--- config.mk ---
export PLATFORM = sky130hd
export DESIGN_NAME = uart_control_and_data_regs
export DESIGN_NICKNAME = d
export VERILOG_FILES = /design/src/uart_ctrl_pkg.sv /design/src/uart_control_and_data_regs.sv
export SDC_FILE = /design/constraint.sdc
export NUM_CORES = 1
export LEC_CHECK = 0
export ABC_CLOCK_PERIOD_IN_PS = 3800
export BUFFER_PORTS_ARGS = -buffer_cell sky130_fd_sc_hd__buf_4
export CAP_MARGIN = 0
export CORE_ASPECT_RATIO = 0.9
export CORE_MARGIN = 4
export CORE_UTILIZATION = 56
export CTS_CLUSTER_DIAMETER = 100
export CTS_CLUSTER_SIZE = 12
export DETAILED_ROUTE_END_ITERATION = 12
export GPL_ROUTABILITY_DRIVEN = 0
export PLACE_DENSITY_LB_ADDON = 0.05
export SYNTH_ARGS = -nofsm -noshare
export SYNTH_HDL_FRONTEND = slang
export SYNTH_SLANG_ARGS = --single-unit
--- constraint.sdc ---
create_clock -name I_CLK -period 3.8 [get_ports I_CLK]
set_input_delay 0.38 -clock I_CLK [delete_from_list [all_inputs] [get_ports I_CLK]]
set_output_delay 0.38 -clock I_CLK [all_outputs]
set_load 0.02 [all_outputs]
--- src/uart_ctrl_pkg.sv ---
// package: register map, field positions, reset values and timing constants of the uart control block
package uart_ctrl_pkg;

    // ------------------------------------------------------------
    // register offsets (chosen, plain port address space)
    // ------------------------------------------------------------
    localparam logic [2:0] ADDR_CONTROL_ONE = 3'h0;  // global enable, frame length, break, ninth bits
    localparam logic [2:0] ADDR_CONTROL_TWO = 3'h1;  // enables, speed, address detect, irq enables
    localparam logic [2:0] ADDR_TX_RX_DATA  = 3'h2;  // shared transmit / receive data
    localparam logic [2:0] ADDR_BAUD_DIV    = 3'h3;  // baud divider value
    localparam logic [2:0] ADDR_STATUS      = 3'h4;  // status flags, write one to clear
    localparam logic [2:0] ADDR_IRQ         = 3'h5;  // interrupt request flag, write one to clear

    // ------------------------------------------------------------
    // control one fields
    // ------------------------------------------------------------
    localparam int C1_GLOBAL_EN  = 7;  // uart_global_enable
    localparam int C1_FRAME_LEN  = 6;  // frame_length_select
    localparam int C1_SEND_BREAK = 2;  // send_break
    localparam int C1_RX_NINTH   = 1;  // rx_ninth_bit, read only
    localparam int C1_TX_NINTH   = 0;  // tx_ninth_bit, write only

    // ------------------------------------------------------------
    // control two fields
    // ------------------------------------------------------------
    localparam int C2_TX_EN      = 7;  // transmitter_enable
    localparam int C2_RX_EN      = 6;  // receiver_enable
    localparam int C2_BAUD_HIGH  = 5;  // baud_high_speed
    localparam int C2_ADDR_DET   = 4;  // address_detect_enable
    localparam int C2_WAKE_EN    = 3;  // rx pin wake-up enable
    localparam int C2_RX_IRQ     = 2;  // rx_irq_enable
    localparam int C2_TX_IDLE_IRQ = 1; // tx_idle_irq_enable
    localparam int C2_TX_EMPTY_IRQ = 0; // tx_empty_irq_enable

    // ------------------------------------------------------------
    // status fields
    // ------------------------------------------------------------
    localparam int ST_OVERRUN  = 0;  // overrun_flag
    localparam int ST_RX_AVAIL = 1;  // rx_available_flag
    localparam int ST_TX_IDLE  = 2;  // tx_idle_flag
    localparam int ST_TX_EMPTY = 3;  // tx_empty_flag
    localparam int ST_RX_IDLE  = 4;  // receiver idle
    localparam int ST_FRAME_ERR = 5; // stop bit low

    // ------------------------------------------------------------
    // reset values and timing
    // ------------------------------------------------------------
    localparam logic [7:0] CONTROL_ONE_RST = 8'h00;
    localparam logic [7:0] CONTROL_TWO_RST = 8'h00;
    localparam logic [7:0] BAUD_DIV_RST    = 8'h00;
    localparam logic [5:0] STATUS_RST      = 6'h1c;  // tx idle, tx empty and rx idle set
    localparam int         BREAK_BITS      = 13;   // least break length in bit periods
    localparam int         LOW_SPEED_DIV   = 64;   // clocks per bit per divider step, low speed
    localparam int         HIGH_SPEED_DIV  = 16;   // clocks per bit per divider step, high speed

    // transmitter states
    typedef enum logic [3:0] {
        TX_IDLE  = 4'b0001,
        TX_SHIFT = 4'b0010,
        TX_BREAK = 4'b0100,
        TX_HOLD  = 4'b1000
    } tx_state_type;

endpackage : uart_ctrl_pkg

--- src/uart_control_and_data_regs.sv ---
// uart control registers, shared data register and minimal frame engine
// Behaviour
// - break waits for buffer, then low >=13 bits
// - ninth received bit read at control bit 1
// - ninth transmitted bit from control bit 0
// - transmitter enable low aborts and resets transmitter
// - drive tx only with both enables
// - receiver enable low aborts and resets receiver
// - own rx only with both enables
// - speed bit selects baud generator mode
// - address when top received bit is one
// - address words raise receive interrupt
// - data words discarded under address detect
// - rx falling edge wakes sleeping chip
// - no wake-up when wake enable low
// - overrun or data available sets irq when enabled
// - transmitter idle sets irq when enabled
// - transmit empty sets irq when enabled
// - one data register, write tx, read rx
// - global disable empties, clears, sets idle flags
// - frame length: zero eight, one nine bits
module uart_control_and_data_regs (
    input  wire logic       I_CLK,       // system clock, 100 MHz
    input  wire logic       I_RST_N,     // synchronous reset, active low
    input  wire logic [2:0] I_ADDR,      // register address
    input  wire logic [7:0] I_WDATA,     // write data
    input  wire logic       I_WR,        // write strobe
    input  wire logic       I_RD,        // read strobe
    output logic      [7:0] O_RDATA,     // read data, cycle after strobe
    input  wire logic       I_RX,        // serial receive line
    output logic            O_TX,        // serial transmit line level
    output logic            O_TX_OE,     // uart owns the tx pin
    output logic            O_RX_OWN,    // uart owns the rx pin
    input  wire logic       I_SLEEP,     // chip is in idle or sleep
    output logic            O_WAKE,      // wake-up request pulse
    output logic            O_IRQ        // uart interrupt request flag
);

    // ------------------------------------------------------------
    // state
    // ------------------------------------------------------------
    typedef struct packed {
        logic [7:0]                 ctl1_q;     // control one, bits 1 and 0 held separately
        logic [7:0]                 ctl2_q;     // control two
        logic [7:0]                 baud_q;     // baud divider value
        logic [7:0]                 rdata_q;    // read data register
        logic [5:0]                 stat_q;     // status flags
        logic                       irq_q;      // sticky interrupt request
        logic                       rx_ninth_q; // ninth received bit
        logic                       tx_ninth_q; // ninth transmit bit, write only
        logic [7:0]                 txbuf_q;    // transmit holding buffer
        logic                       txbuf_9_q;  // ninth bit held with buffer
        logic                       txfull_q;   // buffer holds a word
        logic [7:0]                 rxbuf_q;    // received word
        uart_ctrl_pkg::tx_state_type tx_st_q;   // transmitter state
        logic [10:0]                tx_sh_q;    // transmit shift register
        logic [3:0]                 tx_cnt_q;   // bits left or break bits done
        logic [13:0]                tx_tick_q;  // transmitter bit timer
        logic                       tx_line_q;  // tx line level
        logic                       rx_busy_q;  // reception in progress
        logic [9:0]                 rx_sh_q;    // receive shift register
        logic [3:0]                 rx_cnt_q;   // bits sampled
        logic [13:0]                rx_tick_q;  // receiver bit timer
        logic                       rx_prev_q;  // previous rx level
        logic                       wake_q;     // wake pulse
    } state_type;

    state_type s_q;   // registered state
    state_type s_d;   // next state

    // ------------------------------------------------------------
    // derived controls
    // ------------------------------------------------------------
    logic        glob_en;   // uart_global_enable
    logic        nine_bit;  // frame_length_select
    logic        tx_on;     // transmitter running
    logic        rx_on;     // receiver running
    logic [14:0] bit_len;   // clocks per bit period, 256 * 64 needs 15 bits
    logic [3:0]  frame_bits;// data bits per frame

    assign glob_en    = s_q.ctl1_q[uart_ctrl_pkg::C1_GLOBAL_EN];
    assign nine_bit   = s_q.ctl1_q[uart_ctrl_pkg::C1_FRAME_LEN];
    assign frame_bits = nine_bit ? 4'h9 : 4'h8;
    assign tx_on      = glob_en & s_q.ctl2_q[uart_ctrl_pkg::C2_TX_EN];
    assign rx_on      = glob_en & s_q.ctl2_q[uart_ctrl_pkg::C2_RX_EN];
    // speed bit picks divide by 16 or 64 per divider step
    assign bit_len = s_q.ctl2_q[uart_ctrl_pkg::C2_BAUD_HIGH]
                   ? 15'((32'(s_q.baud_q) + 1) * uart_ctrl_pkg::HIGH_SPEED_DIV)
                   : 15'((32'(s_q.baud_q) + 1) * uart_ctrl_pkg::LOW_SPEED_DIV);

    // ------------------------------------------------------------
    // next state
    // ------------------------------------------------------------
    always_comb begin
        logic       rx_top;     // address bit of received word
        logic       rx_done;    // a frame completed this cycle
        logic [7:0] ctl1_rd;    // control one as read
        s_d     = s_q;
        rx_top  = 1'b0;
        rx_done = 1'b0;
        s_d.wake_q = 1'b0;
        ctl1_rd = s_q.ctl1_q;
        ctl1_rd[uart_ctrl_pkg::C1_RX_NINTH] = s_q.rx_ninth_q;
        ctl1_rd[uart_ctrl_pkg::C1_TX_NINTH] = 1'b0;

        // wake-up on rx falling edge while sleeping, only when enabled
        s_d.rx_prev_q = I_RX;
        if (s_q.ctl2_q[uart_ctrl_pkg::C2_WAKE_EN] && I_SLEEP && s_q.rx_prev_q && !I_RX) begin
            s_d.wake_q = 1'b1;
        end

        // ---------------- transmitter ----------------
        case (s_q.tx_st_q)
            uart_ctrl_pkg::TX_IDLE: begin
                s_d.tx_line_q = 1'b1;
                if (s_q.txfull_q) begin
                    // start, data lsb first, optional ninth bit, stop
                    s_d.tx_sh_q = nine_bit ? {1'b1, s_q.txbuf_9_q, s_q.txbuf_q, 1'b0}
                                           : {2'b11, s_q.txbuf_q, 1'b0};
                    s_d.tx_cnt_q  = frame_bits + 4'h2;
                    s_d.tx_tick_q = 14'h0;
                    s_d.txfull_q  = 1'b0;
                    s_d.stat_q[uart_ctrl_pkg::ST_TX_EMPTY] = 1'b1;
                    s_d.stat_q[uart_ctrl_pkg::ST_TX_IDLE]  = 1'b0;
                    s_d.tx_st_q   = uart_ctrl_pkg::TX_SHIFT;
                end else if (s_q.ctl1_q[uart_ctrl_pkg::C1_SEND_BREAK]) begin
                    // buffered data has gone out, now hold the line low
                    s_d.tx_cnt_q  = 4'h0;
                    s_d.tx_tick_q = 14'h0;
                    s_d.tx_st_q   = uart_ctrl_pkg::TX_BREAK;
                end
            end

            // one bit per bit period, ninth and stop bits included
            uart_ctrl_pkg::TX_SHIFT: begin
                s_d.tx_line_q = s_q.tx_sh_q[0];
                if (s_q.tx_tick_q + 14'h1 >= bit_len) begin
                    s_d.tx_tick_q = 14'h0;
                    s_d.tx_sh_q   = {1'b1, s_q.tx_sh_q[10:1]};
                    s_d.tx_cnt_q  = s_q.tx_cnt_q - 4'h1;
                    if (s_q.tx_cnt_q == 4'h1) begin
                        s_d.tx_st_q = uart_ctrl_pkg::TX_IDLE;
                        s_d.stat_q[uart_ctrl_pkg::ST_TX_IDLE] = !s_q.txfull_q;
                    end
                end else begin
                    s_d.tx_tick_q = s_q.tx_tick_q + 14'h1;
                end
            end

            // counts whole bit periods, so an early clear still gets 13
            uart_ctrl_pkg::TX_BREAK: begin
                s_d.tx_line_q = 1'b0;
                if (s_q.tx_tick_q + 14'h1 >= bit_len) begin
                    s_d.tx_tick_q = 14'h0;
                    s_d.tx_cnt_q  = s_q.tx_cnt_q + 4'h1;
                    if (s_q.tx_cnt_q == 4'(uart_ctrl_pkg::BREAK_BITS - 1)) begin
                        s_d.tx_st_q = uart_ctrl_pkg::TX_HOLD;
                    end
                end else begin
                    s_d.tx_tick_q = s_q.tx_tick_q + 14'h1;
                end
            end

            uart_ctrl_pkg::TX_HOLD: begin
                // stays low until software drops the break request
                s_d.tx_line_q = !s_q.ctl1_q[uart_ctrl_pkg::C1_SEND_BREAK];
                if (!s_q.ctl1_q[uart_ctrl_pkg::C1_SEND_BREAK]) begin
                    s_d.tx_st_q = uart_ctrl_pkg::TX_IDLE;
                end
            end

            // a lost state code falls back to idle
            default: begin
                s_d.tx_st_q = uart_ctrl_pkg::TX_IDLE;
            end
        endcase

        // ---------------- receiver ----------------
        if (!s_q.rx_busy_q) begin
            if (s_q.rx_prev_q && !I_RX) begin
                s_d.rx_busy_q = 1'b1;
                s_d.rx_cnt_q  = 4'h0;
                s_d.rx_tick_q = 14'(bit_len >> 1);   // sample mid-bit
                s_d.stat_q[uart_ctrl_pkg::ST_RX_IDLE] = 1'b0;
            end
        end else if (s_q.rx_tick_q + 14'h1 >= bit_len) begin
            s_d.rx_tick_q = 14'h0;
            s_d.rx_sh_q   = {I_RX, s_q.rx_sh_q[9:1]};
            s_d.rx_cnt_q  = s_q.rx_cnt_q + 4'h1;
            if (s_q.rx_cnt_q == frame_bits + 4'h1) begin
                rx_done       = 1'b1;
                s_d.rx_busy_q = 1'b0;
                s_d.stat_q[uart_ctrl_pkg::ST_RX_IDLE]   = 1'b1;
                s_d.stat_q[uart_ctrl_pkg::ST_FRAME_ERR] = !I_RX;
            end
        end else begin
            s_d.rx_tick_q = s_q.rx_tick_q + 14'h1;
        end

        // shift register holds start..last data bit once stop is sampled
        if (rx_done) begin
            rx_top = nine_bit ? s_q.rx_sh_q[9] : s_q.rx_sh_q[9];
            if (!s_q.ctl2_q[uart_ctrl_pkg::C2_ADDR_DET] || rx_top) begin
                if (s_q.stat_q[uart_ctrl_pkg::ST_RX_AVAIL]) begin
                    s_d.stat_q[uart_ctrl_pkg::ST_OVERRUN] = 1'b1;
                end else begin
                    s_d.rxbuf_q = nine_bit ? s_q.rx_sh_q[8:1] : s_q.rx_sh_q[9:2];
                    s_d.rx_ninth_q = nine_bit ? s_q.rx_sh_q[9] : s_q.rx_ninth_q;
                    s_d.stat_q[uart_ctrl_pkg::ST_RX_AVAIL] = 1'b1;
                end
            end
        end

        // ---------------- register writes ----------------
        if (I_WR) begin
            case (I_ADDR)
                uart_ctrl_pkg::ADDR_CONTROL_ONE: begin
                    s_d.ctl1_q     = {I_WDATA[7:2], 2'b00};
                    s_d.tx_ninth_q = I_WDATA[uart_ctrl_pkg::C1_TX_NINTH];
                end
                uart_ctrl_pkg::ADDR_CONTROL_TWO: s_d.ctl2_q = I_WDATA;
                uart_ctrl_pkg::ADDR_TX_RX_DATA: begin
                    if (tx_on) begin
                        s_d.txbuf_q   = I_WDATA;
                        s_d.txbuf_9_q = s_q.tx_ninth_q;
                        s_d.txfull_q  = 1'b1;
                        s_d.stat_q[uart_ctrl_pkg::ST_TX_EMPTY] = 1'b0;
                        s_d.stat_q[uart_ctrl_pkg::ST_TX_IDLE]  = 1'b0;
                    end
                end
                uart_ctrl_pkg::ADDR_BAUD_DIV: s_d.baud_q = I_WDATA;
                uart_ctrl_pkg::ADDR_STATUS: begin
                    // write one clears; a same-cycle set from hardware wins
                    s_d.stat_q = s_d.stat_q & ~(I_WDATA[5:0] & ~(s_d.stat_q ^ s_q.stat_q));
                end
                default: begin
                end
            endcase
        end

        // reading data consumes the received word
        if (I_RD && I_ADDR == uart_ctrl_pkg::ADDR_TX_RX_DATA && !rx_done) begin
            s_d.stat_q[uart_ctrl_pkg::ST_RX_AVAIL] = 1'b0;
        end

        // ---------------- disables ----------------
        if (!tx_on) begin
            s_d.tx_st_q   = uart_ctrl_pkg::TX_IDLE;
            s_d.txfull_q  = 1'b0;
            s_d.tx_line_q = 1'b1;
            s_d.stat_q[uart_ctrl_pkg::ST_TX_IDLE]  = 1'b1;
            s_d.stat_q[uart_ctrl_pkg::ST_TX_EMPTY] = 1'b1;
        end
        if (!rx_on) begin
            s_d.rx_busy_q = 1'b0;
            s_d.stat_q[uart_ctrl_pkg::ST_RX_IDLE] = 1'b1;
        end
        if (!glob_en) begin
            // enables, break and receive flags cleared, idle flags set
            s_d.ctl2_q[uart_ctrl_pkg::C2_TX_EN] = 1'b0;
            s_d.ctl2_q[uart_ctrl_pkg::C2_RX_EN] = 1'b0;
            s_d.ctl1_q[uart_ctrl_pkg::C1_SEND_BREAK] = 1'b0;
            s_d.stat_q = uart_ctrl_pkg::STATUS_RST;
        end

        // ---------------- interrupt flag ----------------
        if ((s_q.ctl2_q[uart_ctrl_pkg::C2_RX_IRQ] &&
                (s_d.stat_q[uart_ctrl_pkg::ST_OVERRUN] || s_d.stat_q[uart_ctrl_pkg::ST_RX_AVAIL]))
            || (s_q.ctl2_q[uart_ctrl_pkg::C2_TX_IDLE_IRQ] &&
                s_d.stat_q[uart_ctrl_pkg::ST_TX_IDLE] && !s_q.stat_q[uart_ctrl_pkg::ST_TX_IDLE])
            || (s_q.ctl2_q[uart_ctrl_pkg::C2_TX_EMPTY_IRQ] &&
                s_d.stat_q[uart_ctrl_pkg::ST_TX_EMPTY] && !s_q.stat_q[uart_ctrl_pkg::ST_TX_EMPTY]))
        begin
            s_d.irq_q = 1'b1;
        end else if (I_WR && I_ADDR == uart_ctrl_pkg::ADDR_IRQ && I_WDATA[0]) begin
            s_d.irq_q = 1'b0;
        end

        // ---------------- read data ----------------
        s_d.rdata_q = 8'h00;
        if (I_RD) begin
            case (I_ADDR)
                uart_ctrl_pkg::ADDR_CONTROL_ONE: s_d.rdata_q = ctl1_rd;
                uart_ctrl_pkg::ADDR_CONTROL_TWO: s_d.rdata_q = s_q.ctl2_q;
                uart_ctrl_pkg::ADDR_TX_RX_DATA:  s_d.rdata_q = s_q.rxbuf_q;
                uart_ctrl_pkg::ADDR_BAUD_DIV:    s_d.rdata_q = s_q.baud_q;
                uart_ctrl_pkg::ADDR_STATUS:      s_d.rdata_q = {2'b00, s_q.stat_q};
                uart_ctrl_pkg::ADDR_IRQ:         s_d.rdata_q = {7'h00, s_q.irq_q};
                default:                         s_d.rdata_q = 8'h00;
            endcase
        end
    end

    // ------------------------------------------------------------
    // state register
    // ------------------------------------------------------------
    always_ff @(posedge I_CLK) begin
        if (!I_RST_N) begin
            s_q          <= '0;
            s_q.ctl1_q   <= uart_ctrl_pkg::CONTROL_ONE_RST;
            s_q.ctl2_q   <= uart_ctrl_pkg::CONTROL_TWO_RST;
            s_q.baud_q   <= uart_ctrl_pkg::BAUD_DIV_RST;
            s_q.stat_q   <= uart_ctrl_pkg::STATUS_RST;
            s_q.tx_st_q  <= uart_ctrl_pkg::TX_IDLE;
            s_q.tx_line_q <= 1'b1;
            s_q.rx_prev_q <= 1'b1;
        end else begin
            s_q <= s_d;
        end
    end

    // ------------------------------------------------------------
    // outputs
    // ------------------------------------------------------------
    assign O_RDATA  = s_q.rdata_q;
    assign O_TX     = s_q.tx_line_q;
    assign O_TX_OE  = tx_on;
    assign O_RX_OWN = rx_on;
    assign O_WAKE   = s_q.wake_q;
    assign O_IRQ    = s_q.irq_q;

endmodule : uart_control_and_data_regs

==> results of run 1 <==
worst paths after layout:
kind,start,end
worst max register to register,s_q[34]$_SDFFE_PN0P_,s_q[88]$_SDFF_PN1_
worst min-delay path,I_RX,s_q[1]$_SDFF_PN1_
worst min register to register,s_q[60]$_SDFFE_PN0P_,s_q[60]$_SDFFE_PN0P_
worst max-delay path,s_q[34]$_SDFFE_PN0P_,s_q[88]$_SDFF_PN1_
state kept, by name, summed over array words and instances (netlist names):
signal,count
glob_en,1
O_RDATA,8
nine_bit,1
O_TX,1
O_IRQ,1
O_WAKE,1
s_q,108
timing repair:
item / CTS / global route
endpoints found under the setup margin: 0 / 47
resized for setup: 0 / 18
hold buffers: 0 / 0
buffers inserted: 0 / 1
final cells by class:
cell class	instances	area, um2	share of cell area
sequential	121	2430	0.318
clock inverter	10	71.3	0.00933
clock buffer	21	470	0.0615
multi-input combinational	626	3970	0.520
tap	156	195	0.0255
inverter	22	82.6	0.0108
timing repair buffer	55	425	0.0556
report_power, final:
group,switching (mW),internal [mW],leakage (nW)
combinational,0.0908,0.0501,1.56
sequential,0.00887,1.28,0.978
clock,0.596,0.879,0.257
total,0.695,2.21,2.79
routing by layer:
layer  vias up  track usage
li1       2987            -
met1      2936        0.352
met2       199        0.417
met3        30       0.0543
met4         0       0.0967
met5         -            0
kinds of logic after synthesis:
| group | Yosys count |
|---|---|
| simple gates | 334 |
| compound gates | 206 |
| flops | 121 |
| buf+inv | 78 |
| mux | 39 |
| fa+ha+maj | 25 |
| xor+xnor | 22 |
metrics by stage:
step | util | power, mW | hold slack (ns)
floorplan | - | 1.40 | 0.426
global placement | 0.609 | 1.44 | 0.434
detailed placement | 0.609 | 1.45 | 0.441
CTS | 0.656 | 2.91 | 0.185
global route | 0.661 | 2.99 | 0.222
finish | 0.661 | 2.90 | 0.195
tightest hold or removal path: cells and delay by family:
| kind | cells | cell delay [ns] |
|---|---|---|
| AND/OR/NAND/NOR | 1 | 0.05 |
| buffers and inverters | 2 | 0.16 |
cell usage in the layout (no fill, tap or decap), types with 5 or more instances in the layout:
master     synthesis  layout
a21o_1             8       8
a21oi_1           81      81
a22oi_1            8       8
a31oi_1           12      11
and2_1             9       9
and3_1             8       8
and4_1             5       5
buf_4             11      54
clkbuf_16          0      17
dfxtp_1          121     116
dfxtp_2            0       5
ha_1              25      24
inv_1             20      20
mux2i_1           29      29
mux4_2             7       7
nand2_1          119     119
nand2b_1           8       8
nand3_1           46      46
nand4_1            9       9
nor2_1            78      74
nor2b_1            6       6
nor3_1            14      14
nor3b_1            7       7
o21a_1             5       5
o21ai_0           25      23
o31ai_1           11      11
or3_1              7       7
xnor2_1           12      11
xor2_1             9       9
==> metrics.txt, run 1 <==
post-synthesis compound-gate area fraction=0.202; worst path buffer plus inverter count=0; # IOs=30; Detailed Place HPWL=12600 um; global-route wire length before repair=29000 um; PwrDens=379 nW/um2; met3 WL post-DR=1210 um; commonest cells in the netlist=dfxtp_1, nand2_1, a21oi_1, nor2_1, nand3_1; Worst EP required=4.17 ns; Synth Area in Adders=0.0466; share of post-route cells with drive strength above 1=0.151; clk slew on worst S/H paths=0.06 ns; die height=112 um; Critical Path Source Type=flip-flop; ANT cells=0; flop-to-flop setup slack=0.22 ns; Area Growth Syn to Fin=13.9%; Wirelength per Cell=17.5 um; final hold viol count=0; share of async-settable or async-resettable flops after synthesis=0; post-route ant nets=0; crit path DAT=3.94 ns; Routed WL=17700 um; post-synthesis mux area share=0.0717; Worst-Skew Late Latency=0.42 ns; Layout Nets=885; metal2 WL=8340 um; synthesized area=6710 um2; post-synth top area cell=dfxtp_1; outcome=finished clean; final setup margin=0.223 ns; Synth Flop Type=dfxtp_1; Most Frequent Cell on Critical Path=nand2_1; vias in the first global route=5764; WL met1=7810 um; FMAX=0.280 GHz; Yosys reg bits=121; synth warn=0; slowest cell on the critical path=dfxtp_1; Worst path depth=14; CTS tree=yes; Placed Area=7050 um2; synth top area cells=dfxtp_1, nand2_1, a21oi_1, ha_1, nor2_1; post-synthesis xor/xnor area fraction=0.0298; GRT Util Overall=0.263; Via-to-Cell Ratio=6.09; maximum VDD drop=0.000333 V; initial antenna violation count=0; Fin Setup TNS=0 ns; max_cap viols=0; H-Tree Depth=4; most common cell in the synthesized netlist=dfxtp_1; die area=13800 um2; Die Span X=123 um; largest family of logic cells by synthesized area=simple AND/OR/NAND/NOR gates; clock skew=0.0104 ns; drt pass-1 iters=7; grt ovf=0; number of buffers created by CTS=17; Hold WC Path Type=input port to flip-flop; critical path's largest stage delay=0.46 ns; worst path cell trace=nand3_1 > nor2_2 > and3_1 > xor2_1 > ha_1 > nand2_1 > a2111oi_1 > o32a_1 > o2111ai_1 > a32oi_2 > nor2_4 > or3_1 > a221o_1 > nand2_1; Max Used Layer=met4; Worst path top cell family by delay=compound AO/OA/AOI/OAI gates; hold depth=3; Final min period=3.58 ns; unrepaired setup endpoints after global routing=no; post-synthesis cell type count=79; mean area per synthesized cell=8.14 um2; CTS Buffer Depth=2; Seq/Total Area, Yosys=0.361; Port-buffer cells=29; Worst setup EP type=flip-flop; vias=6152; Place WS=0.0935 ns; Post-Syn Nets=867; Pins Over Slew Limit=0; Post-Layout Cell Count=1011; Tightest Pin Transition=0.954 ns; Slew HR=0.363; Final period util=0.941; Initial DRC Count=634; DR DRC count=0; Finished Cell Area=7650 um2; Worst R2R Path Depth=14; leakage=2.79 nW; share of the synthesized area in the top cell type=0.361; largest net degree at the start of global routing=35; Mapped Cells=825; CTS root buf=clkbuf_16; Initial Util=0.580; Max FO, Critical Path=8; crit path kind=flip-flop to flip-flop; dpl cells=978; Post-synth EDFFs=0; Filler cells=986; Final setup viols=0; clk sinks=121; area of the core=11600 um2; Rows=37; Synth Area in Simple Gates=0.236
(Power assumes the default switching activity.)
==> run 2: changes to the inputs <==
--- a/config.mk
+++ b/config.mk
@@ -8,11 +8,13 @@
 export ABC_CLOCK_PERIOD_IN_PS = 3800
 export BUFFER_PORTS_ARGS = -buffer_cell sky130_fd_sc_hd__buf_4
 export CAP_MARGIN = 0
+export CELL_PAD_IN_SITES_DETAIL_PLACEMENT = 0
+export CELL_PAD_IN_SITES_GLOBAL_PLACEMENT = 1
 export CORE_ASPECT_RATIO = 0.9
 export CORE_MARGIN = 4
-export CORE_UTILIZATION = 56
+export CORE_UTILIZATION = 42
 export CTS_CLUSTER_DIAMETER = 100
-export CTS_CLUSTER_SIZE = 12
+export CTS_CLUSTER_SIZE = 14
 export DETAILED_ROUTE_END_ITERATION = 12
 export GPL_ROUTABILITY_DRIVEN = 0
 export PLACE_DENSITY_LB_ADDON = 0.05
==> metrics.txt, run 2 (synthesis gave the netlist of run 1 again) <==
slowest cell on the critical path=dfxtp_2; Filler cells=1509 (+53%); Rows=43 (+16%); GRT Max-Usage Layer=met2; register area=2430 um2 (about the same); crit path kind=flip-flop to flip-flop; CTS Hold Buffers Added=0 (unchanged); Final Hold Slack=0.200 ns (+0.00519 ns); clk slew on worst S/H paths=0.06 ns (about the same); vias=6068 (-1.4%); Via-to-Cell Ratio=5.72 (-5.9%); critical path's largest stage delay=0.37 ns (-0.09 ns); area of the multi-input gates=4000 um2 (+0.63%); global-route wire length before repair=29900 um (+3.1%); maximum VDD drop=0.000374 V (+12%); clock skew=0.00981 ns (-0.000543 ns); Layout Nets=887 (+0.23%); # IOs=30 (unchanged); clk sinks=121 (unchanged); dpl cells=1025 (+4.8%); met3 Use GR=0.0448 (-0.00958); DR DRC count=0 (unchanged); largest net degree at the start of global routing=43 (+23%); outcome=finished clean; Max FO, Critical Path=6 (-2); Hold WC Path Type=input port to flip-flop; Tightest Pin Transition=1.32 ns (+0.368 ns); area of the core=15500 um2 (+34%); Worst EP required=4.17 ns (about the same); worst path cell trace=ha_1 > nand2_1 > nor2_2 > nand4_1 > xnor2_1 > ha_1 > nand2_1 > a211oi_1 > o32a_1 > o2111ai_1 > a32oi_2 > nor2_2 > or3_1 > a221o_1 > nand2_1; CTS Buffer Depth=2 (unchanged); Pins Over Slew Limit=0 (unchanged); FMAX=0.279 GHz (-0.10%); vias in the first global route=5682 (-1.4%); Final period util=0.942 (+0.000959); worst path buffer plus inverter count=0 (unchanged); share of post-route cells with drive strength above 1=0.154 (+0.00297); Initial DRC Count=426 (-33%); most frequent cells in the layout=nand2_1, dfxtp_1, a21oi_1; GRT Util Overall=0.208 (-0.0551); drt pass-1 iters=5 (-2); met1 Usage GRT=0.289 (-0.0628); Slew HR=0.119 (-0.244); initial antenna violation count=0 (unchanged); Die Span X=141 um (+14%); crit path DAT=3.95 ns (about the same); Final setup viols=0 (unchanged); grt ovf=0 (unchanged); Wirelength per Cell=17.4 um (-0.18%); Worst path top cell family by delay=compound AO/OA/AOI/OAI gates; ANT cells=0 (unchanged); Area Growth Syn to Fin=15.4%; met2 Usage GRT=0.326 (-0.0906); final hold viol count=0 (unchanged); die area=18100 um2 (+31%); Routed WL=18500 um (+4.7%); number of flip-flops in the largest register=108 (unchanged); Post-Layout Cell Count=1060 (+4.8%); Largest Register=s_q; H-Tree Depth=4 (unchanged); Worst setup EP type=flip-flop; Fin Setup TNS=0 ns (unchanged); Final min period=3.58 ns (+0.00364 ns); die height=128 um (+14%); Worst-Skew Late Latency=0.42 ns (about the same); CTS tree=yes; PwrDens=380 nW/um2 (+0.19%); Critical Path Source Type=flip-flop; max_cap viols=0 (unchanged); CTS root buf=clkbuf_16; Most Frequent Cell on Critical Path=nand2_1; commonest non-fill, non-tap cell in the layout=nand2_1; post-route ant nets=0 (unchanged); Initial Util=0.432 (-0.148); number of buffers created by CTS=17 (unchanged); Port-buffer cells=29 (unchanged); leakage=2.79 nW (about the same); Detailed Place HPWL=13300 um (+5.2%)
==> run 2: cell types whose count changed in the layout (fill, tap and decap cells not counted), moves of 2 or more <==
cell	previous run	this run
clkbuf_8	3	1
clkinv_2	3	1
clkinv_4	2	4
inv_8	0	2
==> run 2: routing by layer <==
layer / part of all wire / wire (um)
met5: 0 / 0
met2: 0.46 / 8420
met1: 0.48 / 8930
met3: 0.047 / 868
met4: 0.015 / 273
==> run 2: path summary, 6_finish.rpt <==
kind	start	endpoint	slack (ns)	cells after the start
min reg2reg	s_q[60]$_SDFFE_PN0P_	s_q[60]$_SDFFE_PN0P_	0.45	2
min	I_RX	s_q[1]$_SDFF_PN1_	0.20	3
max	s_q[32]$_SDFFE_PN0P_	s_q[88]$_SDFF_PN1_	0.22	15
max reg2reg	s_q[32]$_SDFFE_PN0P_	s_q[88]$_SDFF_PN1_	0.22	15
==> run 2: worst reg2reg max path, delay by kind of cell, from the launching register on <==
family                   cells  cell delay [ns]
XOR/XNOR                     1             0.17
flip-flops                   1             0.37
adder cells (fa/ha/maj)      2             0.50
AND/OR/NAND/NOR              7             1.09
AO/OA/AOI/OAI                5             1.40
==> run 2: timing repair <==
item                                    CTS  global route
cloned                                    0             1
setup buffers                             0             2
endpoints found under the setup margin   15            47
pin swaps                                 0             5
resized for setup                         3            15
==> run 2: cell type report <==
class	count	area share
inverter	22	0.0107
sequential	121	0.313
tap	202	0.0326
clock buffer	18	0.0567
multi-input combinational	627	0.516
timing repair buffer	56	0.0559
clock inverter	14	0.0152
==> run 2: report_power, final <==
part           internal (mW)  leakage (nW)  switching, mW
Sequential              1.28         0.978        0.00926
Clock                  0.864         0.259          0.655
Combinational         0.0493          1.55         0.0937
==> run 2: metrics by stage <==
step | area, um2 | util | worst slack [ns] | total power, mW
5_1_grt | 7750 | 0.499 | -0.0158 | 3.06
3_3_place_gp | 7110 | 0.457 | -0.115 | 1.45
4_1_cts | 7680 | 0.494 | 0.0693 | 2.98
3_5_place_dp | 7110 | 0.457 | -0.150 | 1.45
6_report | 7750 | 0.499 | 0.220 | 2.95
2_1_floorplan | 6710 | - | 0.176 | 1.40
==> run 3: changes to the inputs <==
--- a/config.mk
+++ b/config.mk
@@ -5,19 +5,21 @@
 export SDC_FILE = /design/constraint.sdc
 export NUM_CORES = 1
 export LEC_CHECK = 0
-export ABC_CLOCK_PERIOD_IN_PS = 3800
+export ABC_CLOCK_PERIOD_IN_PS = 4600
 export BUFFER_PORTS_ARGS = -buffer_cell sky130_fd_sc_hd__buf_4
 export CAP_MARGIN = 0
 export CELL_PAD_IN_SITES_DETAIL_PLACEMENT = 0
 export CELL_PAD_IN_SITES_GLOBAL_PLACEMENT = 1
 export CORE_ASPECT_RATIO = 0.9
 export CORE_MARGIN = 4
-export CORE_UTILIZATION = 42
+export CORE_UTILIZATION = 51
 export CTS_CLUSTER_DIAMETER = 100
 export CTS_CLUSTER_SIZE = 14
 export DETAILED_ROUTE_END_ITERATION = 12
 export GPL_ROUTABILITY_DRIVEN = 0
 export PLACE_DENSITY_LB_ADDON = 0.05
+export REMOVE_ABC_BUFFERS = 1
+export SKIP_LAST_GASP = 1
 export SYNTH_ARGS = -nofsm -noshare
 export SYNTH_HDL_FRONTEND = slang
 export SYNTH_SLANG_ARGS = --single-unit
==> constraint.sdc (replaced) <==
create_clock -name I_CLK -period 4.6 [get_ports I_CLK]
set_input_delay 0.46 -clock I_CLK [delete_from_list [all_inputs] [get_ports I_CLK]]
set_output_delay 0.46 -clock I_CLK [all_outputs]
set_load 0.02 [all_outputs]
==> metrics.txt, run 3 (synthesis gave the netlist of run 1 again) <==
# IOs=30 (unchanged); Filler cells=1170 (-22%); ANT cells=0 (unchanged); dpl cells=969 (-5.5%); unrepaired setup endpoints after global routing=no; H-Tree Depth=4 (unchanged); final hold viol count=0 (unchanged); overall power=2.47 mW (-16%); number of buffers created by CTS=17 (unchanged); clock skew=0.00702 ns (-0.00279 ns); share of post-route cells with drive strength above 1=0.115 (-0.0386); Detailed Place HPWL=12600 um (-5.3%); Int Power=1.92 mW (-12%); max_cap viols=0 (unchanged); global-route wire length before repair=29100 um (-2.8%); vias in the first global route=5709 (+0.48%); most frequent cells in the layout=dfxtp_1, nand2_1, a21oi_1; Post-Layout Cell Count=997 (-5.9%); drt pass-1 iters=5 (unchanged); Rows=39 (-9.3%); Place WS=0.334 ns (+0.484 ns); Critical Path Source Type=flip-flop; Via-to-Cell Ratio=6.11 (+6.7%); Die Span X=129 um (-8.7%); clock share of power=0.524 (+0.009); FMAX=0.240 GHz (-14%); Switching Fraction=0.224 (-0.0330); Initial Util=0.525 (+0.0933); die area=15100 um2 (-17%); final setup margin=0.442 ns (+0.222 ns); Pins Over Slew Limit=0 (unchanged); Final Hold Slack=0.272 ns (+0.0718 ns); Worst setup EP type=flip-flop; commonest non-fill, non-tap cell in the layout=dfxtp_1; outcome=finished clean; Area Growth Syn to Fin=11.5%; Routed WL=17800 um (-3.5%); Final setup viols=0 (unchanged); Slew HR=0.202 (+0.0829); number of flip-flops in the largest register=108 (unchanged); Final min period=4.16 ns (+0.578 ns); net load switching power=0.553 mW (-27%); Placed Area=6920 um2 (-2.7%); sequential power share=0.431 (-0.005); DR DRC count=0 (unchanged); Final period util=0.904 (-0.0382); clk sinks=121 (unchanged); Comb power frac=0.045 (-0.004); maximum VDD drop=0.000285 V (-24%); CTS Buffer Depth=2 (unchanged); vias=6087 (+0.31%); Worst-Skew Late Latency=0.43 ns (about the same); area of the core=12800 um2 (-18%); final core occ=0.586 (+0.0871); Max FO, Critical Path=25 (+19); leakage=2.70 nW (-3.2%); grt ovf=0 (unchanged); crit path DAT=4.42 ns (+0.47 ns); Wirelength per Cell=17.9 um (+2.6%); post-CTS setup buffers=0 (unchanged); crit path kind=flip-flop to flip-flop; Port-buffer cells=29 (unchanged); Fin Setup TNS=0 ns (unchanged); Initial DRC Count=540 (+27%); CTS root buf=clkbuf_16; clk slew on worst S/H paths=0.05 ns (about the same); initial antenna violation count=0 (unchanged); die height=117 um (-8.7%); Worst EP required=4.86 ns (+0.69 ns); Layout Nets=866 (-2.4%); Hold WC Path Type=input port to flip-flop; post-route ant nets=0 (unchanged); PwrDens=330 nW/um2 (-13%); Finished Cell Area=7490 um2 (-3.4%); GRT Util Overall=0.247 (+0.0392); CTS tree=yes; Largest Register=s_q; largest net degree at the start of global routing=54 (+26%); Tightest Pin Transition=1.19 ns (-0.127 ns)
-- run 3: cell count changes in the layout (fill, tap and decap cells not counted), moves of 2 or more --
cell        previous run  this run
inv_8                  2         0
a2111oi_0              0         2
dfxtp_1              117       121
bufinv_16              0         2
inv_6                  2         0
clkinv_4               4         1
buf_4                 55        36
clkinv_2               1         3
clkbuf_8               1         3
dfxtp_2                4         0
clkinvlp_4             5         2
nor2_2                 3         0
nor2_1                75        78
-- run 3: cell type report --
class / count / area (um2) / area share
Multi-Input combinational cell: 626 / 3940 / 0.526
Sequential cell: 121 / 2420 / 0.324
Clock buffer: 20 / 467 / 0.0623
Timing Repair Buffer: 36 / 270 / 0.0361
Tap cell: 164 / 205 / 0.0274
Clock inverter: 8 / 98.8 / 0.0132
Inverter: 22 / 82.6 / 0.0110
-- run 3: path summary, 6_finish.rpt --
kind                            slack, ns  depth (start not counted)                   end             startpoint
worst max-delay path                 0.44                         12    O_IRQ$_SDFFE_PN0P_  s_q[113]$_SDFFE_PN0P_
worst min-delay path                 0.27                          3     s_q[1]$_SDFF_PN1_                   I_RX
worst max register to register       0.44                         12    O_IRQ$_SDFFE_PN0P_  s_q[113]$_SDFFE_PN0P_
worst min register to register       0.45                          2  s_q[60]$_SDFFE_PN0P_   s_q[60]$_SDFFE_PN0P_
-- run 3: power by group through the flow --
stage	Combinational [mW]	Clock (mW)	Sequential [mW]
floorplan	0.0564	0	1.08
detailed placement	0.110	0	1.09
CTS	0.110	1.32	1.06
global route	0.123	1.36	1.06
finish	0.111	1.29	1.06
global placement	0.108	0	1.09
-- run 3: critical path: stages, from the launching register on --
cell	delay [ns]
dfxtp_1	0.79
nand2_1	0.13
a31oi_1	0.25
inv_1	0.10
ha_1	0.31
a2111oi_0	0.64
o211ai_1	0.18
a32o_1	0.29
and4_1	0.25
o21a_1	0.33
and4b_1	0.26
o311ai_1	0.35
a21oi_1	0.10
-- run 3: metal layers --
layer | share of wire | up-vias | wire length, um | track usage
met5 | 0 | - | 0 | 0
met2 | 0.45 | 209 | 8060 | 0.384
met3 | 0.063 | 47 | 1120 | 0.0653
met4 | 0.026 | 0 | 461 | 0.105
li1 | - | 2964 | - | -
met1 | 0.46 | 2867 | 8200 | 0.326
-- run 3: what timing repair did --
item | in CTS | in global routing
setup endpoints to repair | 0 | 12
hold buffers | 0 | 0
resized for setup | 0 | 2
